`config.mk`:
```
export PLATFORM = sky130hd
export DESIGN_NAME = head_write_pulse_decoder
export DESIGN_NICKNAME = d
export VERILOG_FILES = /design/src/core/hwpd_pkg.sv /design/src/core/sync2.sv /design/src/core/serial_word_rx.sv /design/src/core/head_write_pulse_decoder.sv
export SDC_FILE = /design/constraint.sdc
export NUM_CORES = 1
export LEC_CHECK = 0
export BUFFER_PORTS_ARGS = -buffer_cell sky130_fd_sc_hd__buf_4
export CAP_MARGIN = 20
export CORE_MARGIN = 2
export CORE_UTILIZATION = 28
export DETAILED_ROUTE_END_ITERATION = 16
export GPL_ROUTABILITY_DRIVEN = 0
export GPL_TIMING_DRIVEN = 0
export PLACE_DENSITY = 0.49
export SLEW_MARGIN = 20
export SYNTH_ARGS = -nofsm -noshare
export SYNTH_HDL_FRONTEND = slang
export SYNTH_SLANG_ARGS = --single-unit
```
`constraint.sdc`:
```
create_clock -name sys_clk -period 5.9 [get_ports sys_clk]
set_input_delay 0 -clock sys_clk [delete_from_list [all_inputs] [get_ports sys_clk]]
set_output_delay 0 -clock sys_clk [all_outputs]
set_load 0.01 [all_outputs]
```
`src/core/hwpd_pkg.sv`:
```
// constants, field layouts and carrier types for the head write pulse decoder
// assumes a 40 MHz system clock and a serial write clock near 3 MHz
package hwpd_pkg;

    // --------
    // timing
    // --------
    localparam int CLK_NS      = 25;
    localparam int BIT_NS      = 325;
    localparam int IDLE_NS     = 2 * BIT_NS;
    localparam int IDLE_CYCLES = (IDLE_NS + CLK_NS - 1) / CLK_NS;

    // --------
    // serial word layout
    // --------
    localparam int WORD_BITS = 32;
    localparam int MODE_BITS = 3;
    localparam int NUM_CH    = 8;
    localparam int DPS_POS   = 0;
    localparam int APS_POS   = 1;
    localparam int ERA_POS   = 2;
    localparam int DIR_POS   = MODE_BITS;
    localparam int CMD_BITS  = MODE_BITS + NUM_CH;

    // --------
    // outputs and channel sequence
    // --------
    localparam int NUM_OUT     = 10;
    localparam int OUT_AUX_A   = 0;
    localparam int OUT_AUX_B   = 1;
    localparam int OUT_CH_BASE = 2;
    localparam logic [3:0] SLOT_AUX   = 4'h0;
    localparam logic [3:0] SLOT_CLAMP = 4'h9;
    localparam logic [1:0] SLOT_EDGES = 2'h3;

    // --------
    // register map
    // --------
    localparam logic [7:0]  REG_CONTROL = 8'h00;
    localparam logic [7:0]  REG_STATUS  = 8'h04;
    localparam logic [7:0]  REG_WORD    = 8'h08;
    localparam logic [7:0]  REG_COUNT   = 8'h0C;
    localparam logic [31:0] CONTROL_RST = 32'h0000_0000;
    localparam logic [31:0] WORD_RST    = 32'h0000_0003;
    localparam logic [1:0]  RESP_OKAY   = 2'h0;
    localparam logic [1:0]  RESP_SLVERR = 2'h2;

    typedef struct packed {
        logic [NUM_CH-1:0] channel_direction_bits;
        logic              aux_erase_select;
        logic              aux_playback_select;
        logic              data_playback_select;
    } cmd_t;

endpackage

```
`src/core/sync2.sv`:
```
// two flip-flop synchroniser for a group of pin inputs
// assumes the inputs are asynchronous to sys_clk
`timescale 1ns/100ps
`default_nettype none
module sync2 #(
    parameter int W = 1
) (
    input  wire logic         sys_clk,
    input  wire logic         rst,
    input  wire logic [W-1:0] d,
    output logic      [W-1:0] q
);
    logic [W-1:0] meta;

    always_ff @(posedge sys_clk or posedge rst) begin
        if (rst) begin
            meta <= '0;
            q    <= '0;
        end else begin
            meta <= d;
            q    <= meta;
        end
    end
endmodule
`default_nettype wire

```
`src/core/serial_word_rx.sv`:
```
// shifts in the 32-bit serial word on rising write clock edges
// assumes synchronised write clock and data; a long idle gap restarts framing
`timescale 1ns/100ps
`default_nettype none
module serial_word_rx
    import hwpd_pkg::*;
(
    input  wire logic                 sys_clk,
    input  wire logic                 rst,
    input  wire logic                 wclk_s,
    input  wire logic                 wdata_s,
    output logic                      bit_tick,
    output logic                      word_valid,
    output logic      [WORD_BITS-1:0] word
);
    logic                 wclk_d;
    logic [4:0]           bit_cnt;
    logic [7:0]           idle_cnt;
    logic [WORD_BITS-1:0] shift;
    logic                 rise;

    assign rise = wclk_s & ~wclk_d;

    always_ff @(posedge sys_clk or posedge rst) begin
        if (rst) begin
            wclk_d   <= 1'b0;
            bit_tick <= 1'b0;
        end else begin
            wclk_d   <= wclk_s;
            bit_tick <= rise;
        end
    end

    always_ff @(posedge sys_clk or posedge rst) begin
        if (rst) begin
            idle_cnt <= 8'h00;
        end else if (rise) begin
            idle_cnt <= 8'h00;
        end else if (idle_cnt != 8'(IDLE_CYCLES)) begin
            idle_cnt <= idle_cnt + 8'h01;
        end
    end

    // mode bits arrive first, sampled on the rising edge
    always_ff @(posedge sys_clk or posedge rst) begin
        if (rst) begin
            bit_cnt    <= 5'h00;
            shift      <= '0;
            word       <= WORD_RST;
            word_valid <= 1'b0;
        end else begin
            word_valid <= 1'b0;
            if (rise) begin
                shift[bit_cnt] <= wdata_s;
                bit_cnt        <= bit_cnt + 5'h01;
                if (bit_cnt == 5'(WORD_BITS - 1)) begin
                    word          <= shift;
                    word[bit_cnt] <= wdata_s;
                    word_valid    <= 1'b1;
                end
            end else if (idle_cnt == 8'(IDLE_CYCLES)) begin
                bit_cnt <= 5'h00;
            end
        end
    end
endmodule
`default_nettype wire

```
`src/core/head_write_pulse_decoder.sv`:
```
// head write pulse decoder: serial command intake, channel sequencing,
// standby control and switch drive, with an AXI4-Lite register slave
// assumes write clock, write data, standby and short inputs are asynchronous
// Summary of operation
// - 32-bit serial word shifted with write clock
// - first three bits set operating mode
// - direction bit high forward, low reverse
// - standby pin high forces standby
// - both playback selects high means standby
// - after pin falls, standby until select cleared
// - standby: amplifier, switches, reference, erase off
// - channels selected in fixed sequence, one driven
// - unselected outputs left floating
// - high closes upper switch, low lower
// - aux write adds extra aux current
// - aux erase bit adds erase current
// - clamp takes current when nothing selected
// - detected output short forces standby three clocks later
// - short clears, operation resumes, word kept
// - select zero writes channel; erase otherwise ignored
`timescale 1ns/100ps
`default_nettype none
module head_write_pulse_decoder
    import hwpd_pkg::*;
(
    input  wire logic               sys_clk,
    input  wire logic               rst,
    input  wire logic               wclk,
    input  wire logic               wdata,
    input  wire logic               standby_in,
    input  wire logic               short_detect,
    input  wire logic [7:0]         s_axi_awaddr,
    input  wire logic               s_axi_awvalid,
    output logic                    s_axi_awready,
    input  wire logic [31:0]        s_axi_wdata,
    input  wire logic [3:0]         s_axi_wstrb,
    input  wire logic               s_axi_wvalid,
    output logic                    s_axi_wready,
    output logic [1:0]              s_axi_bresp,
    output logic                    s_axi_bvalid,
    input  wire logic               s_axi_bready,
    input  wire logic [7:0]         s_axi_araddr,
    input  wire logic               s_axi_arvalid,
    output logic                    s_axi_arready,
    output logic [31:0]             s_axi_rdata,
    output logic [1:0]              s_axi_rresp,
    output logic                    s_axi_rvalid,
    input  wire logic               s_axi_rready,
    output logic [NUM_OUT-1:0]      hi_switch,
    output logic [NUM_OUT-1:0]      lo_switch,
    output logic                    amp_enable,
    output logic                    vref_enable,
    output logic                    erase_enable,
    output logic                    aux_current_enable,
    output logic                    clamp_enable
);

    // ----------------------------------------
    // declarations
    // ----------------------------------------
    logic [3:0]           pins_s;
    logic                 wclk_s;
    logic                 wdata_s;
    logic                 standby_s;
    logic                 short_s;
    logic                 bit_tick;
    logic                 word_valid;
    logic [WORD_BITS-1:0] rx_word;
    logic [WORD_BITS-1:0] held_word;
    cmd_t                 cmd;
    cmd_t                 rx_cmd;
    logic                 standby_latch;
    logic                 standby_now;
    logic [3:0]           slot;
    logic [1:0]           edge_cnt;
    logic [15:0]          word_count;
    logic [31:0]          control;
    logic [7:0]           aw_addr;
    logic [31:0]          w_data;
    logic [3:0]           w_strb;
    logic [31:0]          read_value;
    logic                 read_hit;
    logic                 elem_write;
    logic                 elem_dir;
    logic [NUM_OUT-1:0]   next_hi;
    logic [NUM_OUT-1:0]   next_lo;
    logic                 next_clamp;

    // ----------------------------------------
    // decode helpers
    // ----------------------------------------
    // positive pin of the element in a slot; negative pin is the aux b line
    function automatic logic [NUM_OUT-1:0] pos_pin(input logic [3:0] s);
        logic [NUM_OUT-1:0] v;
        v = '0;
        if (s == SLOT_AUX) begin
            v[OUT_AUX_A] = 1'b1;
        end else if (s < SLOT_CLAMP) begin
            v[OUT_CH_BASE + int'(s) - 1] = 1'b1;
        end
        return v;
    endfunction

    function automatic logic [31:0] apply_strb(input logic [31:0] old,
                                               input logic [31:0] nw,
                                               input logic [3:0]  strb);
        logic [31:0] r;
        r = old;
        for (int i = 0; i < 4; i++) begin
            if (strb[i]) begin
                r[8*i +: 8] = nw[8*i +: 8];
            end
        end
        return r;
    endfunction

    // ----------------------------------------
    // pin synchronisers and serial intake
    // ----------------------------------------
    sync2 #(
        .W (4)
    ) u_sync (
        .sys_clk (sys_clk),
        .rst     (rst),
        .d       ({short_detect, standby_in, wdata, wclk}),
        .q       (pins_s)
    );

    assign wclk_s    = pins_s[0];
    assign wdata_s   = pins_s[1];
    assign standby_s = pins_s[2];
    assign short_s   = pins_s[3];

    serial_word_rx u_rx (
        .sys_clk    (sys_clk),
        .rst        (rst),
        .wclk_s     (wclk_s),
        .wdata_s    (wdata_s),
        .bit_tick   (bit_tick),
        .word_valid (word_valid),
        .word       (rx_word)
    );

    assign rx_cmd = cmd_t'(rx_word[CMD_BITS-1:0]);
    assign cmd    = cmd_t'(held_word[CMD_BITS-1:0]);

    // ----------------------------------------
    // held word and counters
    // ----------------------------------------
    // a short never touches the held word
    always_ff @(posedge sys_clk or posedge rst) begin
        if (rst) begin
            held_word <= WORD_RST;
        end else if (word_valid) begin
            held_word <= rx_word;
        end
    end

    always_ff @(posedge sys_clk or posedge rst) begin
        if (rst) begin
            word_count <= 16'h0000;
        end else if (word_valid) begin
            word_count <= word_count + 16'h0001;
        end
    end

    // ----------------------------------------
    // standby control
    // ----------------------------------------
    // set while the pin is high; a new word with a select low releases it
    always_ff @(posedge sys_clk or posedge rst) begin
        if (rst) begin
            standby_latch <= 1'b0;
        end else if (standby_s) begin
            standby_latch <= 1'b1;
        end else if (word_valid && (!rx_cmd.data_playback_select ||
                                    !rx_cmd.aux_playback_select)) begin
            standby_latch <= 1'b0;
        end
    end

    assign standby_now = standby_s | standby_latch | short_s | control[0]
                       | (cmd.data_playback_select & cmd.aux_playback_select);

    // ----------------------------------------
    // channel sequencer
    // ----------------------------------------
    always_ff @(posedge sys_clk or posedge rst) begin
        if (rst) begin
            slot     <= SLOT_AUX;
            edge_cnt <= 2'h0;
        end else if (word_valid) begin
            slot     <= SLOT_AUX;
            edge_cnt <= 2'h0;
        end else if (bit_tick) begin
            if (edge_cnt == SLOT_EDGES - 2'h1) begin
                edge_cnt <= 2'h0;
                slot     <= (slot == SLOT_CLAMP) ? SLOT_AUX : slot + 4'h1;
            end else begin
                edge_cnt <= edge_cnt + 2'h1;
            end
        end
    end

    // ----------------------------------------
    // switch and current decode
    // ----------------------------------------
    always_comb begin
        elem_write = 1'b0;
        elem_dir   = 1'b0;
        if (slot == SLOT_AUX) begin
            elem_write = !cmd.aux_playback_select;
            elem_dir   = cmd.aux_erase_select;
        end else if (slot < SLOT_CLAMP) begin
            elem_write = !cmd.data_playback_select;
            elem_dir   = cmd.channel_direction_bits[slot[2:0] - 3'h1];
        end
    end

    always_comb begin
        next_hi    = '0;
        next_lo    = '0;
        next_clamp = 1'b0;
        if (!standby_now) begin
            if (elem_write) begin
                if (elem_dir) begin
                    next_hi                = pos_pin(slot);
                    next_lo[OUT_AUX_B]     = 1'b1;
                end else begin
                    next_lo                = pos_pin(slot);
                    next_hi[OUT_AUX_B]     = 1'b1;
                end
            end else begin
                next_clamp = 1'b1;
            end
        end
    end

    always_ff @(posedge sys_clk or posedge rst) begin
        if (rst) begin
            hi_switch          <= '0;
            lo_switch          <= '0;
            amp_enable         <= 1'b0;
            vref_enable        <= 1'b0;
            erase_enable       <= 1'b0;
            aux_current_enable <= 1'b0;
            clamp_enable       <= 1'b0;
        end else begin
            hi_switch          <= next_hi;
            lo_switch          <= next_lo;
            amp_enable         <= !standby_now;
            vref_enable        <= !standby_now;
            clamp_enable       <= next_clamp;
            aux_current_enable <= !standby_now && elem_write && slot == SLOT_AUX;
            erase_enable       <= !standby_now && elem_write && slot == SLOT_AUX
                                  && cmd.aux_erase_select;
        end
    end

    // ----------------------------------------
    // AXI4-Lite write channel
    // ----------------------------------------
    always_ff @(posedge sys_clk or posedge rst) begin
        if (rst) begin
            s_axi_awready <= 1'b1;
            s_axi_wready  <= 1'b1;
            s_axi_bvalid  <= 1'b0;
            s_axi_bresp   <= RESP_OKAY;
            aw_addr       <= 8'h00;
            w_data        <= 32'h0000_0000;
            w_strb        <= 4'h0;
            control       <= CONTROL_RST;
        end else begin
            if (s_axi_awvalid && s_axi_awready) begin
                aw_addr       <= s_axi_awaddr;
                s_axi_awready <= 1'b0;
            end
            if (s_axi_wvalid && s_axi_wready) begin
                w_data       <= s_axi_wdata;
                w_strb       <= s_axi_wstrb;
                s_axi_wready <= 1'b0;
            end
            if (!s_axi_awready && !s_axi_wready && !s_axi_bvalid) begin
                s_axi_bvalid <= 1'b1;
                if (aw_addr[7:2] == REG_CONTROL[7:2]) begin
                    control     <= apply_strb(control, w_data, w_strb) & 32'h0000_0001;
                    s_axi_bresp <= RESP_OKAY;
                end else if (aw_addr[7:2] == REG_STATUS[7:2] ||
                             aw_addr[7:2] == REG_WORD[7:2] ||
                             aw_addr[7:2] == REG_COUNT[7:2]) begin
                    s_axi_bresp <= RESP_OKAY;
                end else begin
                    s_axi_bresp <= RESP_SLVERR;
                end
            end
            if (s_axi_bvalid && s_axi_bready) begin
                s_axi_bvalid  <= 1'b0;
                s_axi_awready <= 1'b1;
                s_axi_wready  <= 1'b1;
            end
        end
    end

    // ----------------------------------------
    // AXI4-Lite read channel
    // ----------------------------------------
    always_comb begin
        read_value = 32'h0000_0000;
        read_hit   = 1'b1;
        unique case (s_axi_araddr[7:2])
            REG_CONTROL[7:2]: read_value = control;
            REG_STATUS[7:2]:  read_value = {24'h00_0000, slot, standby_s,
                                            short_s, standby_latch, standby_now};
            REG_WORD[7:2]:    read_value = held_word;
            REG_COUNT[7:2]:   read_value = {16'h0000, word_count};
            default:          read_hit   = 1'b0;
        endcase
    end

    always_ff @(posedge sys_clk or posedge rst) begin
        if (rst) begin
            s_axi_arready <= 1'b1;
            s_axi_rvalid  <= 1'b0;
            s_axi_rdata   <= 32'h0000_0000;
            s_axi_rresp   <= RESP_OKAY;
        end else begin
            if (s_axi_arvalid && s_axi_arready) begin
                s_axi_arready <= 1'b0;
                s_axi_rvalid  <= 1'b1;
                s_axi_rdata   <= read_value;
                s_axi_rresp   <= read_hit ? RESP_OKAY : RESP_SLVERR;
            end
            if (s_axi_rvalid && s_axi_rready) begin
                s_axi_rvalid  <= 1'b0;
                s_axi_arready <= 1'b1;
            end
        end
    end

endmodule
`default_nettype wire

```
==> metrics <==
Core ar.=~34,000 µm²; top cell type's share of synthesized area=0.5411; Setup crit start=u_rx.bit_cnt[0]; P&R area growth vs syn=23.02%; Critical Path Start Type=register; total power draw=4.041 mW; DRC Markers=0; total congestion overflow=0; critical path class=reg2reg; clk_skew=around 0.013 ns; ys flop type=dfrtp_1; status=finished, final reports clean; max incr delay on CP=0.42 ns; Sequential Power Share=0.439; Hold Violations, Final=0; Sw Ratio=0.2986; syn_area_per_cell=11.21 µm²; ant diodes=0; EDFF count, synth=0; worst r2r src=u_rx.bit_cnt[0]; worst hold start=s_axi_araddr[5]; Clock Latency Late Sink=0.51 ns; Logic pwr share=0.223; via count=6,536; first-pass GRT wire length=approximately 37 mm; Max Freq=between 300 and 400 MHz; Iteration-0 DRC Markers=239; final core occ=0.3512; first drt pass iteration count=4; R2R setup slack=3.26 ns; cts bufs inserted=24; Synth area leader=dfrtp_1; total wire length=22.05 mm; Min-Delay Path Class=in2reg; row count=67; P_sw=about 1.2 mW; final-report setup violation count=0; Yosys cell types=67; Final period util=0.4477; Cells after DPL=~1,400; internal power=2.835 mW; Avg WL per Cell=15.10 µm; Yosys reg bits=roughly 220; fin cells=1,460; FILL cells=3,430; Leak Pwr=5.488 nW; peak supply drop=0.1898 mV; Synth Instances=858; min Tclk post-route=2.642 ns; CTS Buffer Depth=3; ANT nets after route=0; PwrDens=341.5 nW/µm²; Slew @ Worst Pin=0.7509 ns; Max Transition Viols Final=0; CP Data Arrival Time=roughly 3.0 ns; pin count of the biggest net entering global routing=100; I/O pin count=approximately 130; CP Capture Type=register; layout net count=approximately 1,100; mapped cell area=approximately 9600 µm²; H-tree Lvls=1; Buffers on Ports=88; vias in the first global route=6,780; max_cap viols=0; Clock Tree Root=clkbuf_16; clk sinks=215; worst-path maximum fanout=10; CTS tree=yes; worst path cell trace=ha_1 > clkbuf_1 > nand3_1 > inv_2 > ha_1 > nand2_1 > clkbuf_1 > clkbuf_1 > o21ai_0; CP max stage cell=dfrtp_1; WP data required=roughly 6.3 ns; die height=189.4 µm; layout cells sized above 1=0.2431; CP most frequent cell=clkbuf_1; Syn. warnings=0; die area=35,850 µm²; initial antenna violation count=0; Clock Power Share=0.338; post-DP HPWL=15.23 mm; RSZ-0062 raised after global routing=no; sequential fraction of the synthesis area=0.5602; clk slew on worst S/H paths=0.06 ns; Starting Density=0.2854; Total Routing Usage GR=0.1260; asr flop ratio synth=1.000; die width=approximately 190 µm; postcts setup bufs=0; largest cells by area after synthesis=dfrtp_1 (54%), mux2_2 (9.4%), nand2_1 (5.2%); worst rel slew slack=0.4994; via-per-instance ratio=4.477
[per-stage QoR]
step	hold slack, ns	TNS (ns)	instance area, µm²	worst slack (ns)
2_1_floorplan	0.03143	0	9623	0.03229
3_3_place_gp	0.1112	-572.80	10840	-2.767
5_1_grt	0.02552	0	11830	2.977
3_5_place_dp	0.02589	0	10910	3.235
6_report	0.01822	0	11830	3.258
4_1_cts	0.00003381	0	11830	3.216
[power by group through the flow]
stage / logic, mW / registers (mW) / clock network [mW]
4_1_cts: 0.910 / 1.78 / 1.42
5_1_grt: 1.01 / 1.80 / 1.48
6_report: 0.901 / 1.77 / 1.37
3_3_place_gp: 0.876 / 1.80 / 0
3_5_place_dp: 0.890 / 1.80 / 0
2_1_floorplan: 0.602 / 1.79 / 0
[worst max-delay path, delay by kind of cell, from the launching register on]
family,cells,cell delay [ns]
AO/OA/AOI/OAI,1,0.16
adder cells (fa/ha/maj),2,0.39
buffers and inverters,4,1.19
flip-flops,1,0.42
AND/OR/NAND/NOR,2,0.37
[placed cells by master (no fill, tap or decap), types with 12 or more instances in the layout]
| cell type | instances |
|---|---|
| buf_4 | 93 |
| mux2_2 | 80 |
| inv_1 | 23 |
| dlygate4sd3_1 | 22 |
| mux2i_1 | 34 |
| nor3_1 | 19 |
| dfrtp_1 | 208 |
| nand2_1 | 132 |
| clkbuf_1 | 50 |
| nor2_1 | 58 |
| ha_1 | 14 |
| clkbuf_16 | 25 |
| o21ai_0 | 41 |
| nand3_1 | 19 |
| o21ai_1 | 23 |
| xnor2_1 | 12 |
[registers in the layout, summed over array words and instances, names as in the netlist, 2 cells and up]
register / flops
lo_switch: 10
held_word: 32
slot: 4
u_sync.q: 4
word_count: 16
edge_cnt: 2
u_rx.word: 32
hi_switch: 10
u_sync.meta: 4
s_axi_rdata: 32
u_rx.bit_cnt: 5
aw_addr: 6
u_rx.shift: 32
u_rx.idle_cnt: 8
[path summary, 6_finish.rpt]
check | end | cells past startpoint
min in group asynchronous | s_axi_rdata[18] | 3
max in group asynchronous | s_axi_awready | 4
hold reg to reg | u_sync.q[2] | 0
setup / recovery | u_rx.word[4] | 9
setup reg to reg | u_rx.word[4] | 9
hold / removal | s_axi_rdata[0] | 5
[metal layers]
layer	GRT usage	share of wire	wire length, µm
met5	0	0	0
met4	0.03101	0.017	385
met2	0.1982	0.45	9828
met3	0.01909	0.039	864
met1	0.1818	0.50	10970
[timing repair]
action                                 in CTS  in global routing
endpoints found under the hold margin     230                  0
resized for setup                           0                  0
hold buffers                               22                  0
[final cells by class]
type / count / area [µm²] / area share
buffer: 52 / 239.0 / 0.02019
multi-input combinational: 566 / 3897 / 0.3294
sequential: 215 / 5389 / 0.4554
clock inverter: 1 / 5.005 / 0.0004229
inverter: 26 / 105.1 / 0.008881
timing repair buffer: 112 / 935.9 / 0.07909
tap: 448 / 560.5 / 0.04737
clock buffer: 40 / 701.9 / 0.05932
[kinds of logic (layout without fill, tap and decap cells)]
group,count (synthesis),after routing,synth area share
flip-flops,215,215,0.5602
adder cells (fa/ha/maj),14,14,0.01821
other,1,2,0.0003898
buffers and inverters,78,231,0.03499
AO/OA/AOI/OAI,114,114,0.07726
multiplexers,120,120,0.1396
AND/OR/NAND/NOR,292,292,0.1467
XOR/XNOR,24,24,0.02263
[cell usage after synthesis, drive strengths merged, types with 7 or more instances]
library cell / count
mux2: 83
dfstp: 7
and3: 11
nor3: 28
nand2: 133
mux2i: 34
nand3: 19
ha: 14
buf: 15
nor2: 58
xnor2: 13
a22oi: 7
xor2: 11
a221oi: 8
inv: 26
o21ai: 64
a21oi: 14
dfrtp: 208
clkbuf: 37
No activity file was read; power rests on OpenSTA's default activity.
